[src/shared/dbg_pkg.sv]
// Constants shared by the debug reset and interrupt masking block.
// Assumes a 250 MHz system clock and a 32-bit plain register port.
package dbg_pkg;

   // ********************
   // Register offsets (byte addresses)
   // ********************
   localparam logic [7:0] OFS_CTRL    = 8'h00;
   localparam logic [7:0] OFS_CMD     = 8'h04;
   localparam logic [7:0] OFS_STATE   = 8'h08;
   localparam logic [7:0] OFS_OPTION  = 8'h0c;
   localparam logic [7:0] OFS_MEMADDR = 8'h10;
   localparam logic [7:0] OFS_MEMDATA = 8'h14;
   localparam logic [7:0] OFS_MEMCMD  = 8'h18;
   localparam logic [7:0] OFS_IRQSTAT = 8'h1c;
   localparam logic [7:0] OFS_IRQMASK = 8'h20;

   // ********************
   // Field positions
   // ********************
   localparam int CMD_BREAK   = 0;
   localparam int CMD_STEP    = 1;
   localparam int CMD_RESUME  = 2;
   localparam int CMD_DBGRST  = 3;
   localparam int CMD_EMUSTRT = 4;
   localparam int CMD_HOTPLUG = 5;
   localparam int MEM_GO      = 0;
   localparam int MEM_WRITE   = 1;
   localparam int MEM_RAM     = 2;
   localparam int EV_BREAK    = 0;
   localparam int EV_STEP     = 1;
   localparam int EV_DBGRST   = 2;
   localparam int EV_CONNERR  = 3;
   localparam int EV_REFUSED  = 4;
   localparam int EV_MEMERR   = 5;
   localparam int EV_COUNT    = 6;

   // ********************
   // Sizes, encodings and reset values
   // ********************
   localparam int         CORE_COUNT      = 2;
   localparam int         INT_KINDS       = 3;  // Maskable, fast, floating point
   localparam logic [1:0] IFACE_LPD       = 2'b01;
   localparam logic [1:0] IFACE_RST       = 2'b11;
   localparam logic       BOOT_SRC_RST    = 1'b1;
   localparam logic       BOOT_MAT_RST    = 1'b0;
   localparam logic       RST_MASK_RST    = 1'b1;
   localparam logic [EV_COUNT-1:0] IRQMASK_RST = '0;

   // ********************
   // Timing
   // ********************
   localparam int CLK_PERIOD_PS = 4000;
   localparam int RST_PULSE_NS  = 40;    // Length of a reset handed to the cores
   localparam int RST_CYCLES    = (RST_PULSE_NS * 1000 + CLK_PERIOD_PS - 1) / CLK_PERIOD_PS;

   typedef enum logic [1:0]
   {
      ST_RUN    = 2'b00,
      ST_BREAK  = 2'b01,
      ST_STEP   = 2'b10,
      ST_DBGRST = 2'b11
   } dbg_state_t;

endpackage : dbg_pkg

[src/shared/req_hold_if.sv]
// Carrier between the control logic and a pending-request holder.
// Assumes both ends run on the same system clock.
`timescale 1ns/100ps
interface req_hold_if #(parameter int WIDTH = 1);
   logic [WIDTH-1:0] raise;    // New requests, one-cycle pulses
   logic [WIDTH-1:0] ack;      // Serviced requests, one-cycle pulses
   logic             mask;     // Debug mask in force
   logic [WIDTH-1:0] held;     // Requests waiting
   logic [WIDTH-1:0] deliver;  // Requests passed on

   modport owner (output raise, output ack, output mask, input held, input deliver);
   modport keeper (input raise, input ack, input mask, output held, output deliver);
endinterface : req_hold_if

[src/logic/debug_reset_int_mask.sv]
// Debug-state control: reset and interrupt masking, break, step, HALT, connect.
// Assumes cores, memory fabric and debugger register port share sys_clk;
// only the reset pin is asynchronous.
//
// Overview of operation
// - Single stepping masks resets from the user system or program.
// - A debugger reset always resets the cores, mask or not.
// - After a debugger reset finishes, every core is put in break.
// - Resets raised under the mask wait pending and run once it lifts.
// - Break and single stepping mask interrupt requests.
// - Maskable, fast and float interrupts raised under the mask wait pending.
// - While running, debug logic leaves interrupts to the application.
// - Entering break takes the device out of HALT.
// - A stepped HALT does not halt; the step breaks at the next instruction.
// - Emulator start clears the boot source bit from 1 to 0.
// - Hot plug-in with the interface field not on low-pin debug fails.
// - After hot plug-in memory access is limited to RAM until a break or debugger reset.
// - Debugger accesses go through the same guards and error checks as software.
`timescale 1ns/100ps
module debug_reset_int_mask
   import dbg_pkg::*;
(
   input  wire logic                         sys_clk,
   input  wire logic                         nrst,
   // Register port
   input  wire logic [7:0]                   regAddr,
   input  wire logic [31:0]                  regWdata,
   input  wire logic                         regWrite,
   input  wire logic                         regRead,
   output logic [31:0]                       regRdata,
   // Reset sources
   input  wire logic                         pinResetReq,
   input  wire logic                         swResetReq,
   input  wire logic                         wdtResetReq,
   output logic                              coreReset,
   // Core control
   output logic [dbg_pkg::CORE_COUNT-1:0]    coreBreak,
   output logic                              stepGo,
   input  wire logic                         stepDone,
   input  wire logic                         haltReq,
   output logic                              haltMode,
   // Interrupt requests: maskable_int_request, fast_int_request, float_unit_int_request
   input  wire logic [dbg_pkg::INT_KINDS-1:0] intRequest,
   input  wire logic [dbg_pkg::INT_KINDS-1:0] intAck,
   output logic [dbg_pkg::INT_KINDS-1:0]     intDeliver,
   // Debugger memory access into the normal fabric
   output logic                              memReq,
   output logic                              memWrite,
   output logic [31:0]                       memAddr,
   output logic [31:0]                       memWdata,
   input  wire logic                         memDone,
   input  wire logic                         memErr,
   input  wire logic [31:0]                  memRdata,
   // Guard permit bits as software left them
   input  wire logic                         ram_guard_debug_permit,
   input  wire logic                         periph_guard_debug_permit,
   output logic                              irq
);

   // ********************
   // Declarations
   // ********************
   dbg_state_t              state_reg;
   logic                    pinMeta_reg, pinSync_reg, pinPrev_reg;
   logic                    rstMaskCfg_reg;
   logic                    bootSrcHi_reg, bootMatLo_reg;
   logic [1:0]              ifaceSel_reg;
   logic                    limited_reg;
   logic                    haltMode_reg, stepGo_reg, coreReset_reg;
   logic [CORE_COUNT-1:0]   coreBreak_reg;
   logic [7:0]              rstCnt_reg;
   logic                    dbgRstRun_reg;
   logic [31:0]             memAddr_reg, memData_reg;
   logic                    memReq_reg, memWrite_reg;
   logic [EV_COUNT-1:0]     irqStat_reg, irqMask_reg, events;
   logic [31:0]             regRdata_reg, rdValue;
   logic                    cmdWr, cmdBreak, cmdStep, cmdResume, cmdDbgRst;
   logic                    cmdEmuStart, cmdHotPlug, memGo, memRefused;
   logic                    stepRefused, resetBusy, userRstFire;

   req_hold_if #(.WIDTH(1))         rstHold ();
   req_hold_if #(.WIDTH(INT_KINDS)) intHold ();

   function automatic logic wrHit(input logic [7:0] ofs);
      wrHit = regWrite && (regAddr == ofs);
   endfunction : wrHit

   // ********************
   // Command decode
   // ********************
   assign cmdWr       = wrHit(OFS_CMD);
   assign cmdBreak    = cmdWr && regWdata[CMD_BREAK];
   assign cmdStep     = cmdWr && regWdata[CMD_STEP];
   assign cmdResume   = cmdWr && regWdata[CMD_RESUME];
   assign cmdDbgRst   = cmdWr && regWdata[CMD_DBGRST];
   assign cmdEmuStart = cmdWr && regWdata[CMD_EMUSTRT];
   assign cmdHotPlug  = cmdWr && regWdata[CMD_HOTPLUG];
   assign memGo       = wrHit(OFS_MEMCMD) && regWdata[MEM_GO] && !memReq_reg;
   // Limited mode only lets RAM through; stepping needs a break first
   assign memRefused  = memGo && limited_reg && !regWdata[MEM_RAM];
   assign stepRefused = cmdStep && (state_reg != ST_BREAK);

   // ********************
   // Reset pin synchroniser
   // ********************
   // The pin is only expected while running; the sync stage guards metastability anyway
   always_ff @(posedge sys_clk)
   begin
      if (!nrst)
      begin
         pinMeta_reg <= 1'b0;
         pinSync_reg <= 1'b0;
         pinPrev_reg <= 1'b0;
      end
      else
      begin
         pinMeta_reg <= pinResetReq;
         pinSync_reg <= pinMeta_reg;
         pinPrev_reg <= pinSync_reg;
      end
   end

   // ********************
   // Pending reset and interrupt holders
   // ********************
   assign resetBusy     = (rstCnt_reg != '0);
   assign userRstFire   = rstHold.deliver[0] && !resetBusy && !cmdDbgRst;
   assign rstHold.raise = {(pinSync_reg && !pinPrev_reg) || swResetReq || wdtResetReq};
   assign rstHold.ack   = {userRstFire};
   // Step always masks; break masks only while CTRL bit 0 is set, as it is after reset
   assign rstHold.mask  = (state_reg == ST_STEP) || (state_reg == ST_DBGRST)
                          || ((state_reg == ST_BREAK) && rstMaskCfg_reg);
   assign intHold.raise = intRequest;
   assign intHold.ack   = intAck;
   assign intHold.mask  = (state_reg != ST_RUN);
   assign intDeliver    = intHold.deliver;

   pending_hold rstKeep
   (
      .sys_clk (sys_clk),
      .nrst    (nrst),
      .hold    (rstHold.keeper)
   );

   pending_hold intKeep
   (
      .sys_clk (sys_clk),
      .nrst    (nrst),
      .hold    (intHold.keeper)
   );

   // ********************
   // Core reset pulse
   // ********************
   // The debugger reset bypasses the mask and restarts a running pulse
   always_ff @(posedge sys_clk)
   begin
      if (!nrst)
      begin
         rstCnt_reg    <= '0;
         coreReset_reg <= 1'b0;
         dbgRstRun_reg <= 1'b0;
      end
      else if (cmdDbgRst)
      begin
         rstCnt_reg    <= 8'(RST_CYCLES);
         coreReset_reg <= 1'b1;
         dbgRstRun_reg <= 1'b1;
      end
      else if (userRstFire)
      begin
         rstCnt_reg    <= 8'(RST_CYCLES);
         coreReset_reg <= 1'b1;
      end
      else if (resetBusy)
      begin
         rstCnt_reg    <= rstCnt_reg - 8'h01;
         coreReset_reg <= (rstCnt_reg != 8'h01);
         if (rstCnt_reg == 8'h01)
            dbgRstRun_reg <= 1'b0;
      end
   end

   // ********************
   // Debug state machine
   // ********************
   always_ff @(posedge sys_clk)
   begin
      if (!nrst)
         state_reg <= ST_RUN;
      else if (cmdDbgRst)
         state_reg <= ST_DBGRST;
      else
         case (state_reg)
            ST_RUN:
               if (cmdBreak)
                  state_reg <= ST_BREAK;
            ST_BREAK:
               if (cmdStep)
                  state_reg <= ST_STEP;
               else if (cmdResume)
                  state_reg <= ST_RUN;
            ST_STEP:
               // A stepped HALT ends the step like any other instruction
               if (stepDone || haltReq)
                  state_reg <= ST_BREAK;
            ST_DBGRST:
               if (dbgRstRun_reg && rstCnt_reg == 8'h01)
                  state_reg <= ST_BREAK;
            default:
               state_reg <= ST_RUN;
         endcase
   end

   // ********************
   // Core outputs: break lines, step pulse, HALT
   // ********************
   always_ff @(posedge sys_clk)
   begin
      if (!nrst)
      begin
         coreBreak_reg <= '0;
         stepGo_reg    <= 1'b0;
         haltMode_reg  <= 1'b0;
      end
      else
      begin
         stepGo_reg <= (state_reg == ST_BREAK) && cmdStep && !cmdDbgRst;
         if (cmdDbgRst || (state_reg == ST_DBGRST))
            coreBreak_reg <= '1;
         else if (state_reg == ST_RUN && cmdBreak)
            coreBreak_reg <= '1;
         else if (state_reg == ST_BREAK && (cmdStep || cmdResume))
            coreBreak_reg <= '0;
         else if (state_reg == ST_STEP && (stepDone || haltReq))
            coreBreak_reg <= '1;
         if (cmdBreak || cmdDbgRst || state_reg != ST_RUN)
            haltMode_reg <= 1'b0;
         else if (haltReq)
            haltMode_reg <= 1'b1;
      end
   end

   // ********************
   // Option bits and connection mode
   // ********************
   // Hot plug-in leaves the program running with a reduced function set
   always_ff @(posedge sys_clk)
   begin
      if (!nrst)
      begin
         bootSrcHi_reg  <= BOOT_SRC_RST;
         bootMatLo_reg  <= BOOT_MAT_RST;
         ifaceSel_reg   <= IFACE_RST;
         rstMaskCfg_reg <= RST_MASK_RST;
         limited_reg    <= 1'b0;
      end
      else
      begin
         if (wrHit(OFS_CTRL))
            rstMaskCfg_reg <= regWdata[0];
         if (cmdEmuStart)
         begin
            bootSrcHi_reg <= 1'b0;
            ifaceSel_reg  <= IFACE_LPD;
         end
         else if (wrHit(OFS_OPTION))
         begin
            bootMatLo_reg <= regWdata[1];
            ifaceSel_reg  <= regWdata[3:2];
         end
         if (cmdBreak || cmdDbgRst)
            limited_reg <= 1'b0;
         else if (cmdHotPlug && ifaceSel_reg == IFACE_LPD)
            limited_reg <= 1'b1;
      end
   end

   // ********************
   // Debugger memory access
   // ********************
   // Plain master on the fabric, so guards and error checks apply unchanged
   always_ff @(posedge sys_clk)
   begin
      if (!nrst)
      begin
         memReq_reg   <= 1'b0;
         memWrite_reg <= 1'b0;
         memAddr_reg  <= '0;
         memData_reg  <= '0;
      end
      else
      begin
         if (wrHit(OFS_MEMADDR) && !memReq_reg)
            memAddr_reg <= regWdata;
         if (wrHit(OFS_MEMDATA) && !memReq_reg)
            memData_reg <= regWdata;
         if (memGo && !memRefused)
         begin
            memReq_reg   <= 1'b1;
            memWrite_reg <= regWdata[MEM_WRITE];
         end
         else if (memReq_reg && memDone)
         begin
            memReq_reg <= 1'b0;
            if (!memWrite_reg)
               memData_reg <= memRdata;
         end
      end
   end

   // ********************
   // Event status and interrupt
   // ********************
   assign events[EV_BREAK]   = (state_reg == ST_RUN && cmdBreak && !cmdDbgRst)
                               || (state_reg == ST_STEP && (stepDone || haltReq) && !cmdDbgRst);
   assign events[EV_STEP]    = state_reg == ST_STEP && stepDone && !cmdDbgRst;
   assign events[EV_DBGRST]  = dbgRstRun_reg && rstCnt_reg == 8'h01 && !cmdDbgRst;
   assign events[EV_CONNERR] = cmdHotPlug && ifaceSel_reg != IFACE_LPD;
   assign events[EV_REFUSED] = memRefused || stepRefused;
   assign events[EV_MEMERR]  = memReq_reg && memDone && memErr;

   // Set beats a simultaneous write-one clear
   always_ff @(posedge sys_clk)
   begin
      if (!nrst)
      begin
         irqStat_reg <= '0;
         irqMask_reg <= IRQMASK_RST;
      end
      else
      begin
         irqStat_reg <= (irqStat_reg & ~(wrHit(OFS_IRQSTAT) ? regWdata[EV_COUNT-1:0] : '0)) | events;
         if (wrHit(OFS_IRQMASK))
            irqMask_reg <= regWdata[EV_COUNT-1:0];
      end
   end

   // ********************
   // Register read
   // ********************
   always_comb
   begin
      rdValue = '0;
      case (regAddr)
         OFS_CTRL:    rdValue[0] = rstMaskCfg_reg;
         OFS_STATE:   rdValue[10:0] = {periph_guard_debug_permit, ram_guard_debug_permit, memReq_reg,
                                       intHold.held, rstHold.held[0], limited_reg, haltMode_reg, state_reg};
         OFS_OPTION:  rdValue[3:0] = {ifaceSel_reg, bootMatLo_reg, bootSrcHi_reg};
         OFS_MEMADDR: rdValue = memAddr_reg;
         OFS_MEMDATA: rdValue = memData_reg;
         OFS_IRQSTAT: rdValue[EV_COUNT-1:0] = irqStat_reg;
         OFS_IRQMASK: rdValue[EV_COUNT-1:0] = irqMask_reg;
         default:     rdValue = '0;           // Unmapped and write-only read zero
      endcase
   end

   // Data only in the cycle after the strobe
   always_ff @(posedge sys_clk)
   begin
      if (!nrst)
         regRdata_reg <= '0;
      else
         regRdata_reg <= regRead ? rdValue : '0;
   end

   assign regRdata  = regRdata_reg;
   assign coreReset = coreReset_reg;
   assign coreBreak = coreBreak_reg;
   assign stepGo    = stepGo_reg;
   assign haltMode  = haltMode_reg;
   assign memReq    = memReq_reg;
   assign memWrite  = memWrite_reg;
   assign memAddr   = memAddr_reg;
   assign memWdata  = memData_reg;
   assign irq       = |(irqStat_reg & irqMask_reg);

endmodule : debug_reset_int_mask

[src/logic/pending_hold.sv]
// Holds requests that arrive while a debug mask stands.
// Assumes raise and ack come from logic on the same clock.
`timescale 1ns/100ps
module pending_hold
(
   input  wire logic sys_clk,
   input  wire logic nrst,
   req_hold_if.keeper hold
);

   // ********************
   // Sticky request store
   // ********************
   // A raise in the same cycle as its ack survives, so no request is lost
   always_ff @(posedge sys_clk)
   begin
      if (!nrst)
         hold.held <= '0;
      else
         hold.held <= (hold.held & ~hold.ack) | hold.raise;
   end

   // Nothing leaves while the mask stands
   assign hold.deliver = hold.mask ? '0 : hold.held;

endmodule : pending_hold

[config.mk]
export PLATFORM = sky130hd
export DESIGN_NAME = debug_reset_int_mask
export DESIGN_NICKNAME = d
export VERILOG_FILES = /design/src/shared/dbg_pkg.sv /design/src/shared/req_hold_if.sv /design/src/logic/debug_reset_int_mask.sv /design/src/logic/pending_hold.sv
export SDC_FILE = /design/constraint.sdc
export NUM_CORES = 1
export LEC_CHECK = 0
export BUFFER_PORTS_ARGS = -buffer_cell sky130_fd_sc_hd__buf_2
export CORE_MARGIN = 5
export CORE_UTILIZATION = 35
export CTS_CLUSTER_SIZE = 28
export DETAILED_ROUTE_END_ITERATION = 10
export GPL_TIMING_DRIVEN = 1
export PLACE_DENSITY_LB_ADDON = 0.1
export SLEW_MARGIN = 20
export SYNTH_ARGS = -nofsm -noshare
export SYNTH_HDL_FRONTEND = slang
export SYNTH_SLANG_ARGS = --single-unit
[constraint.sdc]
create_clock -name sys_clk -period 4.6 [get_ports sys_clk]
set_clock_uncertainty 0.2 [all_clocks]
set_input_delay 0.23 -clock sys_clk [delete_from_list [all_inputs] [get_ports sys_clk]]
set_output_delay 0.23 -clock sys_clk [all_outputs]
set_load 0.01 [all_outputs]
==> summary.md, run 1 <==
Fraction of synthesis flops using an asynchronous set or reset pin: 0. The HPWL after detailed placement is 14,200 um. Areal power density over the cells: 363 nW/um^2. 198 I/O pins were placed. Die width: 139 um. The effective utilization at floorplan came out at 0.354.

The cell sitting at the root of the clock tree is a sky130_fd_sc_hd__clkbuf_16. The clock slew at the register clock pins of the worst setup and hold paths was 0.06 ns; the largest net degree at the start of global routing was 65. For the pin with the worst max-slew slack, the measured transition is 0.978 ns. The net total in the final layout is 1,020. The type of element capturing the critical path was a register. Setup repair after global routing left no endpoint under its margin.

After global routing the overflow that remains totals 0. Portion of the clock cycle consumed by the worst path in the final layout: 0.550. The die height is 139 um, and the final sum of negative setup slack is 0 ns.

The worst relative slew slack is 0.339, and the post-route total power is 3.03 mW. The tools report the critical path required time as 4.74 ns. After the first detailed-routing iteration, the DRC count stood at 293. Synthesis handed over a netlist of 673 instances. Xor/xnor cell area share of the yosys netlist: 0.00905. Category of the most critical setup path: input port to register. Across the run, the number of max-cap violations was 0.

VDD sags by at most 0.244 mV. The routed design could run at a clock period as short as 2.53 ns. The maximum buffer depth of the clock tree is 2, and the compound-cell area share of the yosys netlist is 0.209.

From synthesis to final layout, the design area changed by 43.8%. For the initial antenna violation count, the log shows 0. Sorting the synthesized cells by area gives the leading types as sky130_fd_sc_hd__dfxtp_1, sky130_fd_sc_hd__a21oi_1, sky130_fd_sc_hd__mux2i_1. The fraction of synthesized cell area taken by the top area cell type works out to 0.476. The static power due to leakage was 3.77 nW. The total area inside the core boundary comes to 16,400 sq um.

Derived from the worst setup path, the maximum achievable clock frequency is 395 MHz. The proportion of layout cells with a drive suffix above 1 is 0.264. The final count of negative-setup-slack endpoints was 0. Sorting the synthesized cells by how often they occur yields sky130_fd_sc_hd__dfxtp_1, sky130_fd_sc_hd__nand2_1, sky130_fd_sc_hd__a21oi_1. Counting flops and latches in the post-synthesis netlist gives 138. The final max-slew violation count was 0; the wire length of the first global-routing pass was 32,600 um.

The run gives 47 as the number of rows in the core area. Averaged over all synthesized cells, the footprint is 8.63 sq um. The count of unresolved DRC violations after routing was 0; the critical-path maximum fanout was 16. At the end of routability-driven placement, the weighted congestion stood at 0.895. The count of buffers from port buffering came out at 197.

The worst hold path was traced through 3 stages. The simple-gate portion of the synthesized area came out at 0.173. The number of sinks handled by clock tree synthesis came out at 138.

CTS built an H-tree with a depth of 4. STA classifies the critical path startpoint as an input port. Dividing the detail-routed via count by the number of cells gives 5.21. The count of vias placed by the detailed router was 6,045. The biggest area contributor in the post-synthesis netlist is sky130_fd_sc_hd__dfxtp_1.

Counting the buffers created by CTS gives 17. Yosys mapped a number of flops with a built-in enable equal to 0. The tools report the net count of the mapped netlist as 767.

In the post-synthesis netlist, the cell with the most instances is sky130_fd_sc_hd__dfxtp_1. The min-delay analysis places its worst path in the category input port to register. The number of global-route vias before repair was 6,035; the detailed-route wire length per cell was 17.7 um.

The detail route stage leaves a number of antenna-violating nets equal to 0. The number of hold violations in the final report was 0. For this run, the leading register cell type out of synthesis is sky130_fd_sc_hd__dfxtp_1. The logs give 0 for the count of warnings emitted by yosys and 2.67 ns for the signal arrival time at the worst endpoint.

For the worst flop-to-flop path, the logic depth is 4. The global routing usage summed across all routing layers was 0.208; the overall die area was 19,300 sq um. The dominant combinational cell family by area after synthesis was compound AO/OA/AOI/OAI gates. Buffers added to address setup during post-CTS repair amount to 0.

The number of buffers added to fix hold violations after cts is 80, and the detailed-routing iteration count for the pre-antenna-repair pass is 4. In this run the cell area of the synthesized design comes to 5810 sq um. The tightest hold path in the finished design has a slack of 0.0121 ns. TritonCTS built the clock tree. Portion of netlist area occupied by mux cells: 0.0804.

After detailed routing, the total wire length is 20,500 um. The run gives 0.476 as the sequential-to-total area share from yosys stat. The run finished with clean final reports. The adder and majority gate portion of the synthesized area was 0.00647. After synthesis, the netlist uses 52 different library cells.

The layout has 1,574 filler cells. The clock reaches the later pin of the worst-skew pair after 0.41 ns. The number of gates resized after CTS was 0.
report_power, final:
part	leakage [nW]	internal [mW]	total [mW]	switching (mW)
logic	2.36	0.177	0.364	0.186
registers	1.12	1.23	1.26	0.0339
clock network	0.299	0.894	1.41	0.512
total	3.77	2.30	3.03	0.732
per-layer routing:
metal / up-vias / track usage / wire (um)
met2: 231 / 0.347 / 9980
met5: - / 0 / 0
met1: 2874 / 0.261 / 8900
met3: 32 / 0.0500 / 1240
li1: 2908 / - / -
met4: 0 / 0.0762 / 429
critical path, cell delays in order:
cell                       delay [ns]
sky130_fd_sc_hd__buf_2           0.25
sky130_fd_sc_hd__nor4b_1         0.83
sky130_fd_sc_hd__and2_1          0.66
sky130_fd_sc_hd__buf_4           0.37
sky130_fd_sc_hd__a222oi_1        0.14
sky130_fd_sc_hd__a21oi_1         0.19
stage by stage:
step / area, sq um / util / setup WS, ns / cells
2_1_floorplan: 5810 / - / 2.47 / 673
3_3_place_gp: 6920 / 0.422 / 1.66 / 1047
3_5_place_dp: 6920 / 0.422 / 1.53 / 1047
4_1_cts: 8340 / 0.508 / 1.98 / 1159
5_1_grt: 8350 / 0.509 / 1.79 / 1159
6_report: 8350 / 0.509 / 2.07 / 1160
cell families (layout without fill, tap and decap cells):
group / Yosys count / after routing
mux: 46 / 46
buf+inv: 67 / 333
other cells: 0 / 1
xor+xnor: 6 / 6
simple gates: 217 / 217
flops: 138 / 138
compound gates: 196 / 196
fa+ha+maj: 3 / 3
placed cells by master, fill, tap and decap left out, types with 3 or more instances in the layout:
| master | n |
|---|---|
| sky130_fd_sc_hd__nor2_1 | 52 |
| sky130_fd_sc_hd__a22oi_1 | 27 |
| sky130_fd_sc_hd__and2_1 | 9 |
| sky130_fd_sc_hd__dlygate4sd3_1 | 80 |
| sky130_fd_sc_hd__a21o_1 | 4 |
| sky130_fd_sc_hd__a21boi_0 | 3 |
| sky130_fd_sc_hd__bufinv_16 | 3 |
| sky130_fd_sc_hd__nand2_1 | 92 |
| sky130_fd_sc_hd__a222oi_1 | 7 |
| sky130_fd_sc_hd__nor4_1 | 4 |
| sky130_fd_sc_hd__mux2_2 | 5 |
| sky130_fd_sc_hd__clkbuf_16 | 17 |
| sky130_fd_sc_hd__or4_1 | 3 |
| sky130_fd_sc_hd__a21oi_1 | 82 |
| sky130_fd_sc_hd__nor3_1 | 9 |
| sky130_fd_sc_hd__a22o_1 | 8 |
| sky130_fd_sc_hd__xnor2_1 | 3 |
| sky130_fd_sc_hd__clkinv_2 | 4 |
| sky130_fd_sc_hd__nand3_1 | 13 |
| sky130_fd_sc_hd__mux2i_1 | 41 |
| sky130_fd_sc_hd__nand2b_1 | 3 |
| sky130_fd_sc_hd__and3_1 | 4 |
| sky130_fd_sc_hd__dfxtp_1 | 138 |
| sky130_fd_sc_hd__or3_1 | 5 |
| sky130_fd_sc_hd__clkbuf_8 | 3 |
| sky130_fd_sc_hd__nor2b_1 | 7 |
| sky130_fd_sc_hd__buf_4 | 8 |
| sky130_fd_sc_hd__o32ai_1 | 3 |
| sky130_fd_sc_hd__xor2_1 | 3 |
| sky130_fd_sc_hd__ha_1 | 3 |
| sky130_fd_sc_hd__o21ai_0 | 40 |
| sky130_fd_sc_hd__buf_2 | 197 |
| sky130_fd_sc_hd__o21a_1 | 3 |
| sky130_fd_sc_hd__inv_1 | 15 |
path summary, 6_finish.rpt:
check	start	endpoint	slack, ns
setup / recovery	regAddr[4]	regRdata[2]$_SDFF_PN0_	2.07
hold / removal	regWdata[1]	memAddr[1]$_SDFFE_PN0P_	0.01
setup reg to reg	rstCnt_reg[4]$_SDFFE_PP0P_	rstCnt_reg[3]$_SDFFE_PN0P_	2.42
hold reg to reg	bootSrcHi_reg$_SDFFE_PN1P_	bootSrcHi_reg$_SDFFE_PN1P_	0.25
area by class of cell:
| class | instances | area [sq um] | share of cell area |
|---|---|---|---|
| inverter | 16 | 60.1 | 0.00719 |
| antenna | 1 | 2.50 | 0.000300 |
| clock inverter | 11 | 143 | 0.0171 |
| multi-input combinational | 468 | 2790 | 0.334 |
| timing repair buffer | 285 | 1850 | 0.221 |
| tap | 220 | 275 | 0.0330 |
| sequential | 138 | 2760 | 0.331 |
| clock buffer | 21 | 470 | 0.0564 |
Power figures use the tool's default switching activity.
==> inputs of run 2 (changes only) <==
- clock period: 4.6 -> 2.55 ns (I/O delays scaled with it)
==> summary.md, run 2 (synthesis results as in run 1) <==
The category of the most critical setup path is input port to register. Counting I/O delays and the setup requirement, the final critical path takes 2.47 ns. The fill cell total of the finished layout is 1,538 (-2.3%). The tools report the master cell of the clock root buffer as sky130_fd_sc_hd__clkbuf_16. The logs give 2.66 ns (-2.08 ns) for the critical path required time and 0.00651 ns (-0.00564 ns) for the worst hold margin. The die height was 139 um (unchanged). The worst reg2reg path endpoint is memWdata[2]$_SDFF_PN0_. The proportion of layout cells with a drive suffix above 1 came out at 0.270 (+0.00616). The cell total after placement was 1,060 (+1.2%).

The count of vias placed by the detailed router was 6,110 (+1.1%). For the area of the placeable core, the log shows 16,400 sq um (unchanged). The cell-internal power was 4.32 mW (+88%). The path category of the worst min-delay check was input port to register. The tools report the reported net switching power as 1.37 mW (+87%). For the placed wire-length estimate after detailed placement, the log shows 14,500 um (+2.3%). The tools report the upper clock frequency limit as 405 MHz. The tools report the type of element capturing the critical path as a register. The total wirelength of the detailed-routed design came out at 21,200 um (+3.2%). TritonCTS built the clock tree. Launch point of the worst reg-to-reg path: memReq$_SDFFE_PN0P_.

Setup repair after global routing left no endpoint under its margin. The slew at the pin closest to its max-slew limit came out at 0.512 ns (-0.465 ns). The tools report the clock network power share as 0.477 (+0.013). The number of cells in the finished layout apart from fillers was 1,182 (+1.9%); the number of rows in the core area was 47 (unchanged). The final worst slack is 0.0830 ns (-1.98 ns), and the total inserted antenna cells is 0 (-1). The logs give 0.42 ns (about the same) for the clock network latency to the later pin of the worst-skew pair and 2 (unchanged) for the maximum buffer depth of the clock tree. Tracing the worst setup path back leads to its startpoint at regAddr[6]. The register-to-register setup slack is 0.25 ns (-2.17 ns), and the effective utilization at floorplan is 0.354 (unchanged). From synthesis to final layout, the design area changed by 48.8%. The number of sinks handled by clock tree synthesis came out at 138 (unchanged).

For the number of global-route vias before repair, the log shows 6,076 (+0.68%). The run gives 0.834 (-6.8%) as the routability congestion estimate. Number of clock buffers inserted by TritonCTS: 17 (unchanged). In this run the worst setup path terminates at irqStat_reg[1]$_SDFF_PN0_. The tools report the remaining antenna violation count after routing as 0 (unchanged).

The detailed-route wire length per cell is 17.9 um (+1.3%), and the first-iteration detailed-routing DRC count is 402 (+37%). The run gives 0.435 mV (+78%) as the worst-case vdd ir drop. Leaving out fill and tap cells, the most frequent cells in the layout are sky130_fd_sc_hd__buf_2, sky130_fd_sc_hd__dfxtp_1, sky130_fd_sc_hd__nand2_1.

The signal arrival time at the worst endpoint is 2.57 ns (-0.10 ns), and the overall die area is 19,300 sq um (unchanged). The clock slew at the register clock pins of the worst setup and hold paths came out at 0.06 ns (about the same). The switching power as a share of total power is 0.241 (-0.000763), and the net total in the final layout is 1,043 (+2.3%). The count of buffers from port buffering came out at 197 (unchanged). The tools report the register area as 2760 sq um (unchanged). The number of hold violations in the final report is 0 (unchanged). The tools report the count of unresolved DRC violations after routing as 0 (unchanged). The footprint of the multi-input gates came out at 2790 sq um (+0.13%). The worst relative slew slack was 0.654 (+0.315). The run gives 0 (unchanged) as the initial antenna violation count.

The detailed-routing iteration count for the pre-antenna-repair pass was 6 (+2); the critical-path maximum fanout was 15 (-1). The largest net degree at the start of global routing was 65 (unchanged). The run gives 4 (unchanged) as the number of H-tree branching levels. The final sum of negative setup slack came out at 0 ns (unchanged).

The number of max-capacitance violations reported came out at 0 (unchanged). The logs give 0 (unchanged) for the number of buffers inserted to repair setup after CTS and 0.527 (+0.0178) for the post-route core utilization. The final max-slew violation count was 0 (unchanged).

The library cell used most frequently in the layout, excluding fill and tap cells, is sky130_fd_sc_hd__buf_2. The tools report the overall overflow remaining after global route as 0 (unchanged). The run finished with clean final reports. The global routing usage summed across all routing layers was 0.216 (+0.00772). Static power due to leakage: 3.93 nW (+4.2%). The run gives 0.225 ns (-1.31 ns) as the worst slack after detailed placement.

The number of cells traversed by the worst register-to-register path was 6 (+2). The areal power density over the cells was 658 nW/um^2 (+81%). For the combinational cell fraction of total power, the log shows 0.123 (+0.003).

Kind of start point of the critical path: an input port. The via count normalized by instance count was 5.17 (-0.81%); the number of top-level pins was 198 (unchanged). The portion of the clock cycle consumed by the worst path in the final layout was 0.967; the sequential share of power was 0.401 (-0.015). The die width is 139 um (unchanged).

For the wire length of the first global-routing pass, the log shows 33,400 um (+2.5%). The final count of negative-setup-slack endpoints is 0 (unchanged).
-- run 2: worst min-delay path by stage --
| stage | startpoint | endpoint | slack (ns) | cells after the start |
|---|---|---|---|---|
| final | nrst | memWdata[18]$_SDFF_PN0_ | 0.007 | 3 |
| after global routing | nrst | memWdata[18]$_SDFF_PN0_ | 0.03 | 3 |
| after CTS | regAddr[7] | regRdata[4]$_SDFF_PN0_ | 0.002 | 5 |
| after detailed placement | pinResetReq | pinMeta_reg$_SDFF_PN0_ | 0.14 | 2 |
| after global placement | intRequest[0] | intKeep.hold.held[0]$_SDFF_PN0_ | 0.14 | 3 |
| after floorplan | intRequest[0] | intKeep.hold.held[0]$_SDFF_PN0_ | 0.04 | 2 |
-- run 2: layout make-up --
class	count	share of cell area
clock buffers	20	0.0517
clock inverters	12	0.0227
inverters	16	0.00695
multi-input cells	468	0.323
flip-flops and latches	138	0.320
well taps	220	0.0319
repair buffers	308	0.244
-- run 2: stage by stage --
stage	power [mW]	cell area (sq um)
floorplan	2.68	5810
global placement	2.90	7080
detailed placement	2.90	7080
CTS	5.71	8630
global route	5.89	8640
finish	5.69	8640
-- run 2: worst max-delay path, stage by stage --
cell and delay [ns]:
sky130_fd_sc_hd__dlygate4sd3_1 0.55, sky130_fd_sc_hd__buf_2 0.15, sky130_fd_sc_hd__or4_1 0.52, sky130_fd_sc_hd__buf_4 0.24
sky130_fd_sc_hd__nor3_2 0.22, sky130_fd_sc_hd__a21o_1 0.15, sky130_fd_sc_hd__o31ai_1 0.06, sky130_fd_sc_hd__dlygate4sd3_1 0.56
-- run 2: power groups by stage --
stage                     registers [mW]  clock network, mW  logic [mW]
after floorplan                     2.31                  0       0.369
after detailed placement            2.32                  0       0.582
after global routing                2.28               2.85       0.760
after CTS                           2.28               2.74       0.690
after global placement              2.32                  0       0.576
final                               2.28               2.71       0.697
-- run 2: repair_timing --
item                       CTS  global route
hold endpoints to repair   100             0
gates resized for setup      0             2
setup endpoints to repair    0             4
hold buffers                90             0
-- run 2: metal layers --
metal,vias to the layer above,GRT usage,part of all wire
met5,-,0,0
met4,0,0.0659,0.017
met3,27,0.0510,0.059
met2,229,0.366,0.49
met1,2898,0.272,0.43
li1,2956,-,-
==> inputs of run 3 (changes only) <==
- CELL_PAD_IN_SITES_DETAIL_PLACEMENT: default -> 0
- CELL_PAD_IN_SITES_GLOBAL_PLACEMENT: default -> 1
==> summary.md, run 3 (synthesis results as in run 1) <==
The flow ran to the end, and the final reports show no timing, DRC or antenna violations. The tools report the detailed-routing iteration count for the pre-antenna-repair pass as 5 (-1). The type of element capturing the critical path was a register. The logs give 6,073 (-0.049%) for the number of global-route vias before repair and 138 (unchanged) for the number of sinks handled by clock tree synthesis. The worst setup path is of the register to register kind. The time the worst path needs with I/O delays and setup works out to 2.33 ns (-0.138 ns). The number of cells traversed by the worst register-to-register path works out to 6 (unchanged).

The final count of negative-setup-slack endpoints came out at 0 (unchanged). The via count normalized by instance count is 5.17 (about the same), and the wire length of the first global-routing pass is 33,200 um (-0.85%). The logs give 0 (unchanged) for the initial antenna violation count and 0 (unchanged) for the remaining antenna violation count after routing. Count of unresolved DRC violations after routing: 0 (unchanged). The instance count on the critical path came out at 6 (-2). The most frequent standard cell in the layout excluding fill and tap cells was sky130_fd_sc_hd__buf_2. The tools report the largest net degree at the start of global routing as 65 (unchanged). The logs give 0.213 (-0.00263) for the global routing usage summed across all routing layers and 1,048 (+0.48%) for the net total in the final layout.

The first-iteration detailed-routing DRC count is 354 (-12%), and the number of clock buffers inserted by TritonCTS is 17 (unchanged). The tools report the kind of start point of the critical path as a register. The number of max-capacitance violations reported came out at 0 (unchanged). For the fill cell total of the finished layout, the log shows 1,589 (+3.3%). The proportion of layout cells with a drive suffix above 1 was 0.273 (+0.00274). The upper clock frequency limit is 429 MHz (+5.9%), and the number of hold violations in the final report is 0 (unchanged).

Detailed-route wire length per cell: 17.8 um (-1.1%). The startpoint identified for the worst register-to-register timing path is memReq$_SDFFE_PN0P_. The effective utilization at floorplan came out at 0.354 (unchanged). Grouping stages by cell kind, the critical path spends the most delay in buffers and inverters. The logs give 19,300 sq um (unchanged) for the overall die area and 0.456 mV (+4.6%) for the worst-case vdd ir drop. The critical path buffer and inverter count works out to 2 (-2). The signal on the critical path passes through nor2b_1, nand3_2, buf_6, mux2i_1, a21oi_1, dlygate4sd3_1.

The worst relative slew slack was 0.687 (+0.0333). TritonCTS built the clock tree. The critical path required time is 2.65 ns (about the same). The tools report the area of the placeable core as 16,400 sq um (unchanged).

The run gives 4 (unchanged) as the number of H-tree branching levels. The critical path starts at memReq$_SDFFE_PN0P_. Overall overflow remaining after global route: 0 (unchanged). The die height was 139 um (unchanged). The portion of the clock cycle consumed by the worst path in the final layout is 0.913 (-0.0540), and the areal power density over the cells is 633 nW/um^2 (-3.8%). The worst register-to-register path ends at memWdata[2]$_SDFF_PN0_. The signal arrival time at the worst endpoint was 2.43 ns (-0.14 ns); the number of buffers inserted to repair setup after CTS was 0 (unchanged).

The count of buffers from port buffering is 197 (unchanged), and the count of vias placed by the detailed router is 6,134 (+0.39%). The slew at the pin closest to its max-slew limit came out at 0.463 ns (-0.0492 ns). The top cell types in the final layout, fill and taps aside, are sky130_fd_sc_hd__buf_2, sky130_fd_sc_hd__dfxtp_1, sky130_fd_sc_hd__nand2_1.

Critical-path maximum fanout: 22 (+7). The root buffer cell chosen for the clock tree is sky130_fd_sc_hd__clkbuf_16. The run gives 0.42 ns (about the same) as the clock network latency to the later pin of the worst-skew pair. The maximum buffer depth of the clock tree is 2 (unchanged), and the die width is 139 um (unchanged).

The total wirelength of the detailed-routed design was 21,100 um (-0.63%); the clock slew at the register clock pins of the worst setup and hold paths was 0.06 ns (about the same). The final sum of negative setup slack is 0 ns (unchanged). For the routability congestion estimate, the log shows 0.922 (+11%). Setup repair after global routing left no endpoint under its margin.

The number of top-level pins was 198 (unchanged); the area added between synthesis and finish was 48.0%. Highest cell delay on the worst timing path: 0.58 ns (+0.02 ns). The post-route core utilization was 0.524 (-0.00275). The register-to-register setup slack came out at 0.22 ns (-0.03 ns). The number of rows in the core area was 47 (unchanged). The tools report the endpoint of the most critical setup path as memWdata[2]$_SDFF_PN0_. The static power due to leakage was 3.93 nW (about the same); the placed wire-length estimate after detailed placement was 14,500 um (+0.16%). In this run the worst hold path is classified as input port to register. The total inserted antenna cells came out at 0 (unchanged). Cell type of the slowest stage on the worst timing path: sky130_fd_sc_hd__dlygate4sd3_1. The tools report the final max-slew violation count as 0 (unchanged).
==> run 3: cell types whose count changed in the layout (fill, tap and decap cells not counted), moves of 2 or more <==
cell,previous run,this run
sky130_fd_sc_hd__buf_4,16,22
sky130_fd_sc_hd__clkinv_2,3,7
sky130_fd_sc_hd__buf_12,5,3
sky130_fd_sc_hd__bufinv_16,5,3
sky130_fd_sc_hd__clkinvlp_4,3,1
==> run 3: report_power, final <==
| part | leakage, nW | total [mW] | internal [mW] | switching, mW |
|---|---|---|---|---|
| Combinational | 2.52 | 0.684 | 0.343 | 0.340 |
| Sequential | 1.12 | 2.27 | 2.22 | 0.0595 |
| Clock | 0.296 | 2.48 | 1.55 | 0.928 |
| Total | 3.93 | 5.44 | 4.11 | 1.33 |
==> run 3: layer usage <==
metal,share of wire,global-route usage,up-vias
met5,0,0,-
met4,0.021,0.0742,0
met3,0.061,0.0466,32
met2,0.49,0.359,240
met1,0.43,0.270,2906
li1,-,-,2956
==> run 3: through the flow <==
step	area, sq um	instances	hold slack (ns)	power (mW)	worst slack (ns)
floorplan	5810	673	0.0449	2.68	0.526
global placement	7100	1065	0.142	2.89	0.400
detailed placement	7100	1065	0.141	2.89	0.350
CTS	8590	1187	0.00418	5.49	0.129
global route	8590	1187	0.0505	5.65	0.102
finish	8590	1187	0.0265	5.44	0.221
==> run 3: area by class of cell <==
cell class,instances,area (sq um),area share
Multi-Input combinational cell,468,2780,0.323
Tap cell,220,275,0.0320
Inverter,16,60.1,0.00699
Clock buffer,19,443,0.0515
Clock inverter,13,150,0.0175
Sequential cell,138,2760,0.321
Timing Repair Buffer,313,2120,0.247
==> run 3: worst min-delay path by stage <==
stage	start	endpoint	slack (ns)	depth (start not counted)
floorplan	intRequest[0]	intKeep.hold.held[0]$_SDFF_PN0_	0.04	2
global placement	intRequest[0]	intKeep.hold.held[0]$_SDFF_PN0_	0.14	3
detailed placement	pinResetReq	pinMeta_reg$_SDFF_PN0_	0.14	2
CTS	regAddr[7]	regRdata[4]$_SDFF_PN0_	0.004	5
global route	regAddr[6]	regRdata[5]$_SDFF_PN0_	0.05	5
finish	regAddr[6]	regRdata[5]$_SDFF_PN0_	0.03	5
==> run 3: worst register-to-register path: stages, from the launching register on <==
cell and delay [ns]:
sky130_fd_sc_hd__dfxtp_1 0.56, sky130_fd_sc_hd__nor2b_1 0.15, sky130_fd_sc_hd__nand3_2 0.10, sky130_fd_sc_hd__buf_6 0.30
sky130_fd_sc_hd__mux2i_1 0.24, sky130_fd_sc_hd__a21oi_1 0.09, sky130_fd_sc_hd__dlygate4sd3_1 0.58
==> run 3: timing repair <==
action	CTS	global route
resized for setup	0	1
hold buffers	90	0
endpoints found under the hold margin	97	0
setup endpoints to repair	0	2
